**config.mk**
```make
export PLATFORM = sky130hd
export DESIGN_NAME = pvs_regs
export DESIGN_NICKNAME = d
export VERILOG_FILES = /design/src/hw/pvs_pkg.sv /design/src/hw/pvs_latch_bit.sv /design/src/hw/pvs_regs.sv
export SDC_FILE = /design/constraint.sdc
export NUM_CORES = 1
export LEC_CHECK = 0
export ABC_CLOCK_PERIOD_IN_PS = 1500
export BUFFER_PORTS_ARGS = -buffer_cell sky130_fd_sc_hd__buf_2
export CORE_UTILIZATION = 49
export DETAILED_ROUTE_END_ITERATION = 12
export GPL_TIMING_DRIVEN = 0
export PLACE_DENSITY_LB_ADDON = 0.12
export SETUP_SLACK_MARGIN = 0.02
export SLEW_MARGIN = 20
export SYNTH_ARGS = -nofsm -noshare
export SYNTH_HDL_FRONTEND = slang
export SYNTH_SLANG_ARGS = --single-unit
```
**constraint.sdc**
```tcl
create_clock -name clk_i -period 1.5 [get_ports clk_i]
set_input_delay 0.3 -clock clk_i [delete_from_list [all_inputs] [get_ports clk_i]]
set_output_delay 0.3 -clock clk_i [all_outputs]
set_load 0.01 [all_outputs]
```
**src/hw/pvs_pkg.sv**
```systemverilog
// Purpose: shared constants and types for the phy vendor status latch registers
// Assumes: register access is the ulpi register read/write seen from the phy side
// Notes:   8-bit registers, printed offsets used directly
package pvs_pkg;

   // ------------------------------------------------------------
   // register offsets
   // ------------------------------------------------------------
   localparam logic [7:0] PVS_ADDR_TUNE_CLR = 8'h82;
   localparam logic [7:0] PVS_ADDR_STATUS   = 8'h83;
   localparam logic [7:0] PVS_ADDR_LATCH    = 8'h84;

   // ------------------------------------------------------------
   // tuning register fields and reset values
   // ------------------------------------------------------------
   localparam int         PVS_TUNE_SPARE_BIT    = 7;
   localparam int         PVS_TUNE_POLARITY_BIT = 6;
   localparam int         PVS_TUNE_IMP_LSB      = 4;
   localparam int         PVS_TUNE_DRV_LSB      = 0;
   localparam logic [0:0] PVS_TUNE_SPARE_RST    = 1'h0;
   localparam logic [0:0] PVS_TUNE_POLARITY_RST = 1'h1;
   localparam logic [1:0] PVS_TUNE_IMP_RST      = 2'h0;
   localparam logic [3:0] PVS_TUNE_DRV_RST      = 4'h1;
   localparam logic [7:0] PVS_TUNE_RST          = {PVS_TUNE_SPARE_RST, PVS_TUNE_POLARITY_RST,
                                                   PVS_TUNE_IMP_RST, PVS_TUNE_DRV_RST};

   // ------------------------------------------------------------
   // status / latch layout and reset
   // ------------------------------------------------------------
   localparam int         PVS_SRC_W     = 7;
   localparam logic [6:0] PVS_LATCH_RST = 7'h00;
   localparam logic [7:0] PVS_RDATA_RST = 8'h00;

   typedef struct packed {
      logic bus_power_monitor_ok;      // bit 6
      logic abnormal_stress_flag;      // bit 5
      logic id_pin_floating;           // bit 4
      logic id_resistor_band_c;        // bit 3
      logic id_resistor_band_b;        // bit 2
      logic id_resistor_band_a;        // bit 1
      logic session_valid_comparator;  // bit 0
   } pvs_src_type;

   typedef struct packed {
      logic       rd;
      logic       wr;
      logic [7:0] addr;
      logic [7:0] wdata;
   } pvs_req_type;

endpackage

```
**src/hw/pvs_latch_bit.sv**
```systemverilog
// Purpose: one sticky event bit of the latch register
// Assumes: set and clear are single-cycle qualifiers from the register block
// Notes:   set wins over clear so no event is lost
`timescale 1ns/1ps
`default_nettype none
module pvs_latch_bit
   import pvs_pkg::*;
#(
   parameter logic RST_VAL = 1'b0
) (
   input  wire logic clk_i,
   input  wire logic rstn_i,
   input  wire logic set_i,
   input  wire logic clr_i,
   output var  logic q_o
);

   always_ff @(posedge clk_i or negedge rstn_i) begin
      if (!rstn_i) begin
         q_o <= RST_VAL;
      end else if (set_i) begin
         q_o <= 1'b1;
      end else if (clr_i) begin
         q_o <= 1'b0;
      end
   end

endmodule
`default_nettype wire

```
**src/hw/pvs_regs.sv**
```systemverilog
// Purpose: tuning clear alias, live source status and event latch registers
// Assumes: ulpi register access decoded to rd/wr strobes, one cycle each
// Notes:   read data answers one cycle after the strobe
//
// Function
// - writing one clears matching tuning bits
// - alias has no storage, reads tuning register
// - status is read-only live source levels
// - status bits six..zero map sources, bit7 zero
// - session bit is comparator output directly
// - unmasked source change sets latch bit
// - latch uses status mapping, bit7 zero
// - reading latch clears all its bits
// - low-power entry clears all latch bits
// - serial entry clears latch, suspend control ignored
// - event coinciding with read stays latched
`timescale 1ns/1ps
`default_nettype none
module pvs_regs
   import pvs_pkg::*;
(
   input  wire logic        clk_i,
   input  wire logic        rstn_i,
   input  wire pvs_req_type req_i,
   input  wire pvs_src_type src_i,
   input  wire logic [6:0]  rise_en_i,
   input  wire logic [6:0]  fall_en_i,
   input  wire logic        lowpower_entry_i,
   input  wire logic        serial_entry_i,
   input  wire logic        clock_suspend_control_i,
   output var  logic [7:0]  rdata_o,
   output var  logic        rvalid_o,
   output var  logic [7:0]  tx_tuning_o
);

   // ------------------------------------------------------------
   // source edge detection
   // ------------------------------------------------------------
   logic [6:0] src_prev_r;
   logic [6:0] src_chg;
   logic [6:0] latch_q;
   logic       latch_clr;
   logic       rd_alias;
   logic       rd_status;
   logic       rd_latch;
   logic       wr_alias;

   assign rd_alias  = req_i.rd && (req_i.addr == PVS_ADDR_TUNE_CLR);
   assign rd_status = req_i.rd && (req_i.addr == PVS_ADDR_STATUS);
   assign rd_latch  = req_i.rd && (req_i.addr == PVS_ADDR_LATCH);
   assign wr_alias  = req_i.wr && (req_i.addr == PVS_ADDR_TUNE_CLR);

   always_ff @(posedge clk_i or negedge rstn_i) begin
      if (!rstn_i) begin
         src_prev_r <= PVS_LATCH_RST;
      end else begin
         src_prev_r <= src_i;
      end
   end

   assign src_chg = (src_i & ~src_prev_r & rise_en_i) | (~src_i & src_prev_r & fall_en_i);

   assign latch_clr = rd_latch || lowpower_entry_i || serial_entry_i;

   // ------------------------------------------------------------
   // latch register bits
   // ------------------------------------------------------------
   // per-bit cell, set beats clear
   for (genvar i = 0; i < PVS_SRC_W; i++) begin : g_latch
      pvs_latch_bit #(
         .RST_VAL (PVS_LATCH_RST[i])
      ) u_bit (
         .clk_i  (clk_i),
         .rstn_i (rstn_i),
         .set_i  (src_chg[i]),
         .clr_i  (latch_clr),
         .q_o    (latch_q[i])
      );
   end

   // ------------------------------------------------------------
   // tuning register behind the clear alias
   // ------------------------------------------------------------
   // the alias itself stores nothing; writes act on this register
   always_ff @(posedge clk_i or negedge rstn_i) begin
      if (!rstn_i) begin
         tx_tuning_o <= PVS_TUNE_RST;
      end else if (wr_alias) begin
         tx_tuning_o <= tx_tuning_o & ~req_i.wdata;
      end
   end

   // ------------------------------------------------------------
   // read data path
   // ------------------------------------------------------------
   // unmapped reads answer zero so the link never sees stale data
   always_ff @(posedge clk_i or negedge rstn_i) begin
      if (!rstn_i) begin
         rdata_o <= PVS_RDATA_RST;
      end else if (rd_alias) begin
         rdata_o <= tx_tuning_o;
      end else if (rd_status) begin
         rdata_o <= {1'b0, src_i};
      end else if (rd_latch) begin
         rdata_o <= {1'b0, latch_q};
      end else if (req_i.rd) begin
         rdata_o <= PVS_RDATA_RST;
      end
   end

   always_ff @(posedge clk_i or negedge rstn_i) begin
      if (!rstn_i) begin
         rvalid_o <= 1'b0;
      end else begin
         rvalid_o <= req_i.rd;
      end
   end
endmodule
`default_nettype wire

```
### Word-level counts from Yosys, hierarchy flattened

Index checks and enable logic that the tools add are counted.

* divide/modulo/power cells: 0
* order comparisons: 0
* multipliers: 0
* eq/ne operators: 3
* shift operators: 0
* mux-type cells: 12
* bitwise gates (word level): 9
* reductions and logical operators: 14
* add/sub/neg operators: 0

Operator list (count)
* $mux W8: 4
* $and A7 B7 Y7: 4
* $eq A8 B8 Y1 const B: 3
* $not A7 Y7: 2
* $reduce_bool A2 Y1: 7
* $and A8 B8 Y8: 1
* $mux W1: 8
* $not A8 Y8: 1
* $or A7 B7 Y7: 1
* $logic_and A1 B1 Y1: 4
* $reduce_bool A4 Y1: 1
* $logic_or A1 B1 Y1: 2

* memories kept: 0
* output and inout port bits: 17
* bits in read-only memories: 0
* bits in latches: 0
* logic and storage cells: 49
* input bits: 44
* register bits after elaboration: 31
* memory bits (writable): 0

### Longest topological paths before layout

Gate-level depths: netlist (run 1).

* depth after elaboration: 6
* gate-level depth with buffers: 5
* mapped depth without buffers: 3

### By module

Synthesis (run 1) repeated with hierarchy kept, for this count alone.

* cell total of the unflattened synthesis: 119
* area total of the unflattened synthesis: 1365.1 um^2

By module, submodules not included
* pvs_regs: cells each 98, times used 1, area each 1111.1 um^2
* pvs_latch_bit: cells each 3, times used 7, area each 36.3 um^2

### Worst setup path before layout (run 1)

Ideal clock, no wire load.

* kind: input -> register
* start: in req_i[8] (netlist name)
* end: reg g_latch[0].u_bit.q_o
* arrival time: 1.092 ns
* path slack: 0.271 ns
* required time: 1.363 ns
* stages: 4
* cell sequence: buf_6 nor3b_4 a41o_2 o221ai_1

* cells in the longest elaborated chain, start to end: 5

Ends and longest elaborated chain
* start: declaration: RTL line pvs_regs.sv:24 `input wire pvs_req_type req_i,`
* $eq A8 B8 Y1: RTL line pvs_regs.sv:50 `assign rd_latch = req_i.rd && (req_i.addr == PVS_ADDR_LATCH);`
* $logic_and A1 B1 Y1: RTL line pvs_regs.sv:50
* $logic_or A1 B1 Y1 (2 in a row): RTL line pvs_regs.sv:63 `assign latch_clr = rd_latch || lowpower_entry_i || serial_entry_i;`
* $reduce_bool A2 Y1 (no source line)
* end signal: assignment: RTL line pvs_latch_bit.sv:20 `q_o <= RST_VAL;`
* end signal: assignment: RTL line pvs_latch_bit.sv:22 `q_o <= 1'b1;`
* end signal: assignment: RTL line pvs_latch_bit.sv:24 `q_o <= 1'b0;`
* end: declaration: RTL line pvs_latch_bit.sv:15 `output var logic q_o`

Every way passes these cells.
A chain may end at the register's enable or synchronous reset.

### Final worst setup path (run 1)

* start: reg tx_tuning_o[6]
* end: out tx_tuning_o[6]

RTL lines
* start: declaration: RTL line pvs_regs.sv:33 `output var logic [7:0] tx_tuning_o`
* start signal: assignment: RTL line pvs_regs.sv:89 `tx_tuning_o <= tx_tuning_o & ~req_i.wdata;`

No word-level cell between the ends.

==> parameters.txt, run 1 <==
Parameter                              Value

Run status
  Run status    complete, but fails checks
  Failing checks    negative hold slack

GRT
  Total overflow reported by the global router    0
  Wire length of the first global-routing pass    4370 um
  Global routing usage summed across all routing layers    0.219
  Number of antenna violations at the first check in global routing    0
  Maximum number of pins on one net before global-route repair    32
  Via count of the first global-routing pass    1090

Worst setup path
  Cell depth of the worst flop-to-flop path    3
  WS Path Type    register to primary output
  Setup crit start    tx_tuning_o[6]
  Setup crit end kind    primary output
  Critical path's top delay family    flip-flops
  Bufs and invs on worst path    1
  Critical Path Source Type    register
  Largest fanout on the critical path    3
  Required time worst endpoint    1200 ps
  Worst flop-to-flop path startpoint    tx_tuning_o[5]
  Data arrival time of the worst path    990 ps
  Cells traversed along the worst timing path    buf_2
  Critical-path cell with the highest stage delay    sky130_fd_sc_hd__dfstp_2
  Crit path depth    1
  Stage delay of the slowest cell on the critical path    550 ps

Final layout
  Commonest non-fill, non-tap cells in the layout    sky130_fd_sc_hd__buf_2 (59), sky130_fd_sc_hd__dfrtp_1 (29), sky130_fd_sc_hd__inv_1 (15)
  Antenna Cells    0
  Fraction of layout cells with a size suffix above 1    0.452
  Nets    220
  Leading cell type in the layout, fill and taps excluded    sky130_fd_sc_hd__buf_2
  Area Growth Syn to Fin    29.0%

Routing
  Via/cell ratio    5.43
  Wire length per cell    14.1 um
  Residual antenna-violating net count after detailed routing    0
  Count of unresolved DRC violations after routing    0
  Met2 wire len    1490 um
  Initial drt markers    1
  Met1 WL    1230 um
  Met3 WL post-DR    159 um
  First-pass iteration count of the detailed router    2
  Vias after detailed routing    1124
  Routed wire length    2920 um
  Highest signal layer in the routed design    met4

CTS
  CTS root buffer    sky130_fd_sc_hd__clkbuf_4
  Clock edge transition at the registers on the reported setup and hold paths    100 ps
  Maximum buffer depth of the clock tree    2
  H-tree depth reported by CTS    2
  Number of hold-repair buffers added at the cts stage    0
  Num CTS Buffers    5
  Resize count post-CTS    0
  Post-CTS setup buffers    0
  Clock Sink Count    31
  Clock latency reported for the late side of the worst-skew pair    330 ps
  CTS tree    done

Floorplanning
  Number of rows created at floorplan    18
  Initial cell density of the core    0.530
  Horizontal extent of the die    54.2 um
  Core ar.    0.00252 mm2
  Vertical extent of the die    54.2 um
  Area of the die    0.00294 mm2
  Top-level I/O count    61

Pwr
  Lkg Pwr    0.000850 uW
  Ratio of total power to cell area    897 mW/mm2
  Clock network power share    0.324
  Combinational share of power    0.107
  Seq pwr share    0.569
  Sw power    372 uW
  Sw frac    0.241
  Worst VDD drop    0.808 mV
  Design internal power    1170 uW

STA
  Post-Route Skew    9.95 ps
  Transition at the pin with the smallest max-transition slack    677 ps
  Final-report max-slew violation count    0
  Final Cycle Share    0.863
  RSZ-0062 raised after global routing    no
  Final min period    1290 ps
  Post-Route Hold Slack    -8.53 ps
  Final TNS setup    0 ps
  Upper clock frequency limit    772 MHz
  Hold violation total from the final report    9
  Worst-case headroom to the max-slew limit    0.548
  Setup violations, final    0
  PnR worst setup slack    205 ps

Logic synthesis
  Yosys warning count    0
  Nets in the synthesized netlist    155
  Cells after synthesis    111
  Post-synthesis cell area    0.00134 mm2
  Post-synthesis register bit count    31
  Sequential-to-total area share from yosys stat    0.582
  Post-synthesis area per instance    12.0 um2
  Post-synthesis cell type count    22

Placed design
  Pre-CTS setup slack    38.4 ps
  Number of buffer cells added on primary ports    58
  Weighted congestion reported at the end of routability-driven placement    0.640
  Detailed placer's ending HPWL    2120 um

Min path
  Min-delay worst type    input pin to asynchronous set/reset pin

Job
  Max_cap viols    0
-- kinds of logic after synthesis --
| family | share of synthesized area |
|---|---|
| multiplexers | 0.0590 |
| AND/OR/NAND/NOR | 0.124 |
| buffers and inverters | 0.0599 |
| flip-flops | 0.582 |
| AO/OA/AOI/OAI | 0.175 |
-- worst paths after layout --
check / endpoint / slack [ps]
setup / recovery: tx_tuning_o[6] / 210
hold / removal: tx_tuning_o[4] / -9
setup reg to reg: rdata_o[5] / 450
hold reg to reg: g_latch[2].u_bit.q_o / 490
max in group asynchronous: tx_tuning_o[1] / 1060
min in group clk_i: rvalid_o / 110
-- cell type report --
class,instances,area [um2]
inverters,15,56.3
clock buffers,7,55.1
plain buffers,4,23.8
multi-input cells,61,478
clock inverters,1,5.00
well taps,30,37.5
repair buffers,58,290
fillers,206,798
flip-flops and latches,31,778
-- sequential cells by signal (all words and copies together) (netlist names) --
register	cells
g_latch.u_bit.q_o	7
rdata_o	8
rvalid_o	1
src_prev_r	7
tx_tuning_o	8
-- power groups by stage --
| stage | combinational (uW) | clock, uW | sequential (uW) |
|---|---|---|---|
| 2_1_floorplan | 71.3 | 0 | 892 |
| 3_3_place_gp | 163 | 0 | 893 |
| 3_5_place_dp | 168 | 0 | 895 |
| 4_1_cts | 169 | 522 | 879 |
| 5_1_grt | 186 | 546 | 882 |
| 6_report | 166 | 502 | 879 |
-- metal layers --
metal / vias to the layer above / global-route usage
met5: - / 0
met3: 5 / 0.0500
li1: 535 / -
met1: 543 / 0.234
met4: 0 / 0.115
met2: 41 / 0.396
-- synth_stat cells --
master | number | share of area
sky130_fd_sc_hd__inv_1 | 15 | 0.042
sky130_fd_sc_hd__nand3_1 | 2 | 0.0075
sky130_fd_sc_hd__mux2_2 | 7 | 0.059
sky130_fd_sc_hd__dfrtp_1 | 29 | 0.54
sky130_fd_sc_hd__a22oi_1 | 7 | 0.039
sky130_fd_sc_hd__nand2_1 | 7 | 0.020
sky130_fd_sc_hd__buf_6 | 1 | 0.0084
sky130_fd_sc_hd__buf_2 | 1 | 0.0037
sky130_fd_sc_hd__nor3b_1 | 1 | 0.0056
sky130_fd_sc_hd__clkbuf_1 | 2 | 0.0056
sky130_fd_sc_hd__o211ai_1 | 1 | 0.0056
sky130_fd_sc_hd__a41o_2 | 1 | 0.0084
sky130_fd_sc_hd__o221ai_1 | 6 | 0.039
sky130_fd_sc_hd__nor3b_4 | 1 | 0.014
sky130_fd_sc_hd__nand3b_1 | 8 | 0.045
sky130_fd_sc_hd__and4_1 | 1 | 0.0066
sky130_fd_sc_hd__or2_2 | 1 | 0.0047
sky130_fd_sc_hd__o22ai_1 | 8 | 0.037
sky130_fd_sc_hd__nor4_4 | 1 | 0.016
sky130_fd_sc_hd__nor2b_1 | 1 | 0.0047
sky130_fd_sc_hd__a21boi_0 | 8 | 0.045
sky130_fd_sc_hd__dfstp_2 | 2 | 0.039
-- through the flow --
stage               hold slack, ps  cell area, um2  power (uW)  cells   util
CTS                           4.95            1720        1570    207  0.684
floorplan                     4.41            1340         964    111      -
finish                       -8.53            1720        1550    207  0.684
detailed placement             378            1660        1060    199  0.660
global placement               370            1660        1060    199  0.660
global route                  39.9            1720        1610    207  0.684
No activity file was read; power rests on OpenSTA's default activity.
==> run 2: changes to the inputs <==
--- a/config.mk
+++ b/config.mk
@@ -11,8 +11,10 @@
 export DETAILED_ROUTE_END_ITERATION = 12
 export GPL_TIMING_DRIVEN = 0
 export PLACE_DENSITY_LB_ADDON = 0.12
+export REMOVE_ABC_BUFFERS = 1
 export SETUP_SLACK_MARGIN = 0.02
 export SLEW_MARGIN = 20
 export SYNTH_ARGS = -nofsm -noshare
 export SYNTH_HDL_FRONTEND = slang
+export SYNTH_HIERARCHICAL = 1
 export SYNTH_SLANG_ARGS = --single-unit
==> parameters.txt, run 2 <==
Parameter                              Value

Routing
  Highest signal layer in the routed design    met4 (unchanged)
  Residual antenna-violating net count after detailed routing    0 (unchanged)
  First-pass iteration count of the detailed router    4 (was 2)
  Met1 WL    1190 um (was 1230 um)
  Vias after detailed routing    1138 (was 1124)
  Via/cell ratio    5.34 (was 5.43)
  Met3 WL post-DR    156 um (was 159 um)
  Met2 wire len    1610 um (was 1490 um)
  Initial drt markers    15 (was 1)
  Wire length per cell    14.0 um (was 14.1 um)
  Routed wire length    2980 um (was 2920 um)
  Count of unresolved DRC violations after routing    0 (unchanged)

Final layout
  Leading cell type in the layout, fill and taps excluded    sky130_fd_sc_hd__buf_2 (unchanged)
  Sequential cell area    778 um2 (unchanged)
  Non-filler cells in the finished layout    213 (was 207)
  Antenna Cells    0 (unchanged)
  Registers with the most flip-flops    rdata_o x8, tx_tuning_o x8 (unchanged)
  Filler cell count in the final layout    211 (was 206)
  Commonest non-fill, non-tap cells in the layout    sky130_fd_sc_hd__buf_2 (59), sky130_fd_sc_hd__dfrtp_1 (29), sky130_fd_sc_hd__inv_1 (14), sky130_fd_sc_hd__nand2_1 (8), sky130_fd_sc_hd__a21boi_1 (8) (was sky130_fd_sc_hd__buf_2 (59), sky130_fd_sc_hd__dfrtp_1 (29), sky130_fd_sc_hd__inv_1 (15))
  Area Growth Syn to Fin    27.9% (was 29.0%)
  Nets    226 (was 220)
  Combined area of the multi-input logic cells    526 um2 (was 478 um2)
  Fraction of layout cells with a size suffix above 1    0.399 (was 0.452)
  Final core utilization    0.686 (was 0.684)

Logic synthesis
  Sequential-to-total area share from yosys stat    0.570 (was 0.582)
  Post-synthesis cell type count    25 (was 22)
  Most instantiated flip-flop cell in the synthesis netlist    sky130_fd_sc_hd__dfrtp_1 (unchanged)
  Largest cells by area after synthesis    sky130_fd_sc_hd__dfrtp_1 (53%), sky130_fd_sc_hd__mux2_1 (4.9%), sky130_fd_sc_hd__a21boi_1 (4.4%) (was sky130_fd_sc_hd__dfrtp_1 (54%), sky130_fd_sc_hd__mux2_2 (5.9%), sky130_fd_sc_hd__a21boi_0 (4.5%))
  Share of async-settable or async-resettable flops after synthesis    1.00 (unchanged)
  Post-synth EDFFs    0 (unchanged)
  Post-synthesis area per instance    11.5 um2 (was 12.0 um2)
  Cells after synthesis    119 (was 111)
  Most common library cells after synthesis    sky130_fd_sc_hd__dfrtp_1 (29), sky130_fd_sc_hd__inv_1 (14), sky130_fd_sc_hd__a21boi_1 (8), sky130_fd_sc_hd__nand2_1 (8) (was sky130_fd_sc_hd__dfrtp_1 (29), sky130_fd_sc_hd__inv_1 (15), sky130_fd_sc_hd__a21boi_0 (8), sky130_fd_sc_hd__nand3b_1 (8), sky130_fd_sc_hd__o22ai_1 (8))
  Yosys warning count    6 (was 0)
  Post-synthesis register bit count    31 (unchanged)
  Post-synthesis cell area    0.00137 mm2 (was 0.00134 mm2)
  Area fraction of the dominant cell type after synthesis    0.532 (was 0.543)
  Cell taking the most area after synthesis    sky130_fd_sc_hd__dfrtp_1 (unchanged)
  Leading cell type by number of instances after synthesis    sky130_fd_sc_hd__dfrtp_1 (unchanged)

Worst setup path
  Critical Path Source Type    input pin (was register)
  Largest fanout on the critical path    6 (was 3)
  Worst setup path endpoint    rdata_o[3] (was tx_tuning_o[6])
  Endpoint of the lowest-slack register-to-register path    rdata_o[3] (was rdata_o[5])
  Cell depth of the worst flop-to-flop path    3 (unchanged)
  Setup crit start    req_i[13] (was tx_tuning_o[6])
  WS Path Type    input pin to register (was register to primary output)
  Required time worst endpoint    1740 ps (was 1200 ps)
  Setup crit end kind    register (was primary output)
  Reg2Reg Setup Slack    410 ps (was 450 ps)
  Data arrival time of the worst path    1680 ps (was 990 ps)
  Worst flop-to-flop path startpoint    tx_tuning_o[3] (was tx_tuning_o[5])

Placed design
  Dpl cells    204 (was 199)
  Number of buffer cells added on primary ports    59 (was 58)
  Weighted congestion reported at the end of routability-driven placement    0.789 (was 0.640)
  Detailed placer's ending HPWL    2150 um (was 2120 um)

STA
  Final Cycle Share    0.962 (was 0.863)
  Setup violations, final    0 (unchanged)
  Hold violation total from the final report    0 (was 9)
  Final min period    1440 ps (was 1290 ps)
  Final TNS setup    0 ps (unchanged)
  Transition at the pin with the smallest max-transition slack    660 ps (was 677 ps)
  Upper clock frequency limit    693 MHz (was 772 MHz)
  RSZ-0062 raised after global routing    no (unchanged)
  Final-report max-slew violation count    0 (unchanged)
  Worst-case headroom to the max-slew limit    0.560 (was 0.548)
  Post-Route Skew    3.60 ps (was 9.95 ps)

Pwr
  Sw power    352 uW (was 372 uW)
  Worst VDD drop    0.762 mV (was 0.808 mV)
  Clock network power share    0.295 (was 0.324)
  Design internal power    1130 uW (was 1170 uW)
  Ratio of total power to cell area    850 mW/mm2 (was 897 mW/mm2)
  Seq pwr share    0.592 (was 0.569)
  Sw frac    0.237 (was 0.241)
  Combinational share of power    0.113 (was 0.107)
  Lkg Pwr    0.000957 uW (was 0.000850 uW)

CTS
  CTS root buffer    sky130_fd_sc_hd__clkbuf_4 (unchanged)
  Clock edge transition at the registers on the reported setup and hold paths    80 ps (was 100 ps)
  Clock Sink Count    31 (unchanged)
  CTS tree    done (unchanged)
  Num CTS Buffers    5 (unchanged)
  H-tree depth reported by CTS    2 (unchanged)
  Clock latency reported for the late side of the worst-skew pair    320 ps (was 330 ps)
  Maximum buffer depth of the clock tree    2 (unchanged)

GRT
  Wire length of the first global-routing pass    4630 um (was 4370 um)
  Maximum number of pins on one net before global-route repair    32 (unchanged)
  Total overflow reported by the global router    0 (unchanged)
  Via count of the first global-routing pass    1087 (was 1090)
  Number of antenna violations at the first check in global routing    0 (unchanged)
  Global routing usage summed across all routing layers    0.231 (was 0.219)

Floorplanning
  Core ar.    0.00254 mm2 (was 0.00252 mm2)
  Area of the die    0.00300 mm2 (was 0.00294 mm2)
  Vertical extent of the die    54.8 um (was 54.2 um)
  Initial cell density of the core    0.536 (was 0.530)
  Top-level I/O count    61 (unchanged)
  Horizontal extent of the die    54.8 um (was 54.2 um)
  Number of rows created at floorplan    18 (unchanged)

Min path
  Min-delay worst type    input pin to asynchronous set/reset pin (unchanged)

Job
  Max_cap viols    0 (unchanged)

Run status
  Run status    finished, final reports clean (was complete, but fails checks)
==> run 2: changes by cell type in the layout (fill, tap and decap cells not counted), moves of 7 or more <==
cell                       change
sky130_fd_sc_hd__a21boi_1      +8
sky130_fd_sc_hd__o21ai_0       +7
sky130_fd_sc_hd__mux2_2        -7
sky130_fd_sc_hd__a21o_1        +7
sky130_fd_sc_hd__a21boi_0      -8
==> run 2: power groups by stage <==
stage	logic, uW	clock network, uW	registers, uW
finish	168	438	878
global route	189	487	882
CTS	168	457	878
detailed placement	166	0	894
global placement	161	0	892
floorplan	64.3	0	892
==> run 2: worst min-delay path by stage <==
stage,endpoint,slack [ps]
2_1_floorplan,g_latch[0].u_bit/q_o,4
4_1_cts,rdata_o[0],20
3_5_place_dp,rvalid_o,370
5_1_grt,rdata_o[0],70
6_report,rvalid_o,5
3_3_place_gp,rvalid_o,370
==> run 2: repair_timing <==
| action | CTS | global route |
|---|---|---|
| setup endpoints to repair | 0 | 15 |
| setup buffers | 0 | 1 |
| resized for setup | 0 | 2 |
| hold buffers | 0 | 0 |
==> run 2: final cells by class <==
class                           count  area share
Sequential cell                    31       0.446
Multi-Input combinational cell     70       0.301
Timing Repair Buffer               60       0.173
Inverter                           14      0.0301
Clock buffer                        8      0.0280
Tap cell                           30      0.0215
==> run 2: stage by stage <==
stage	power [uW]	setup slack [ps]	cell area [um2]	hold slack [ps]
after floorplan	957	-42.8	1350	4.41
after global placement	1050	-294	1680	373
after detailed placement	1060	-317	1680	369
after CTS	1500	22.0	1730	16.2
after global routing	1560	40.3	1750	65.4
final	1480	57.3	1750	4.62
==> run 2: critical path: stages <==
cell                      delay [ps]
sky130_fd_sc_hd__buf_2           100
sky130_fd_sc_hd__or4b_4          570
sky130_fd_sc_hd__or3b_1          520
sky130_fd_sc_hd__o22ai_1         180
==> run 2: kinds of logic (layout without fill, tap and decap cells) <==
logic type	after synthesis	after routing	synth area share
AO/OA/AOI/OAI	40	40	0.205
flip-flops	31	31	0.570
AND/OR/NAND/NOR	24	24	0.125
buffers and inverters	18	82	0.0504
multiplexers	6	6	0.0495
==> run 2: layer usage <==
layer,global-route usage,up-vias
met5,0,-
met4,0.0940,0
met3,0.0639,5
met2,0.408,39
met1,0.259,545
li1,-,549
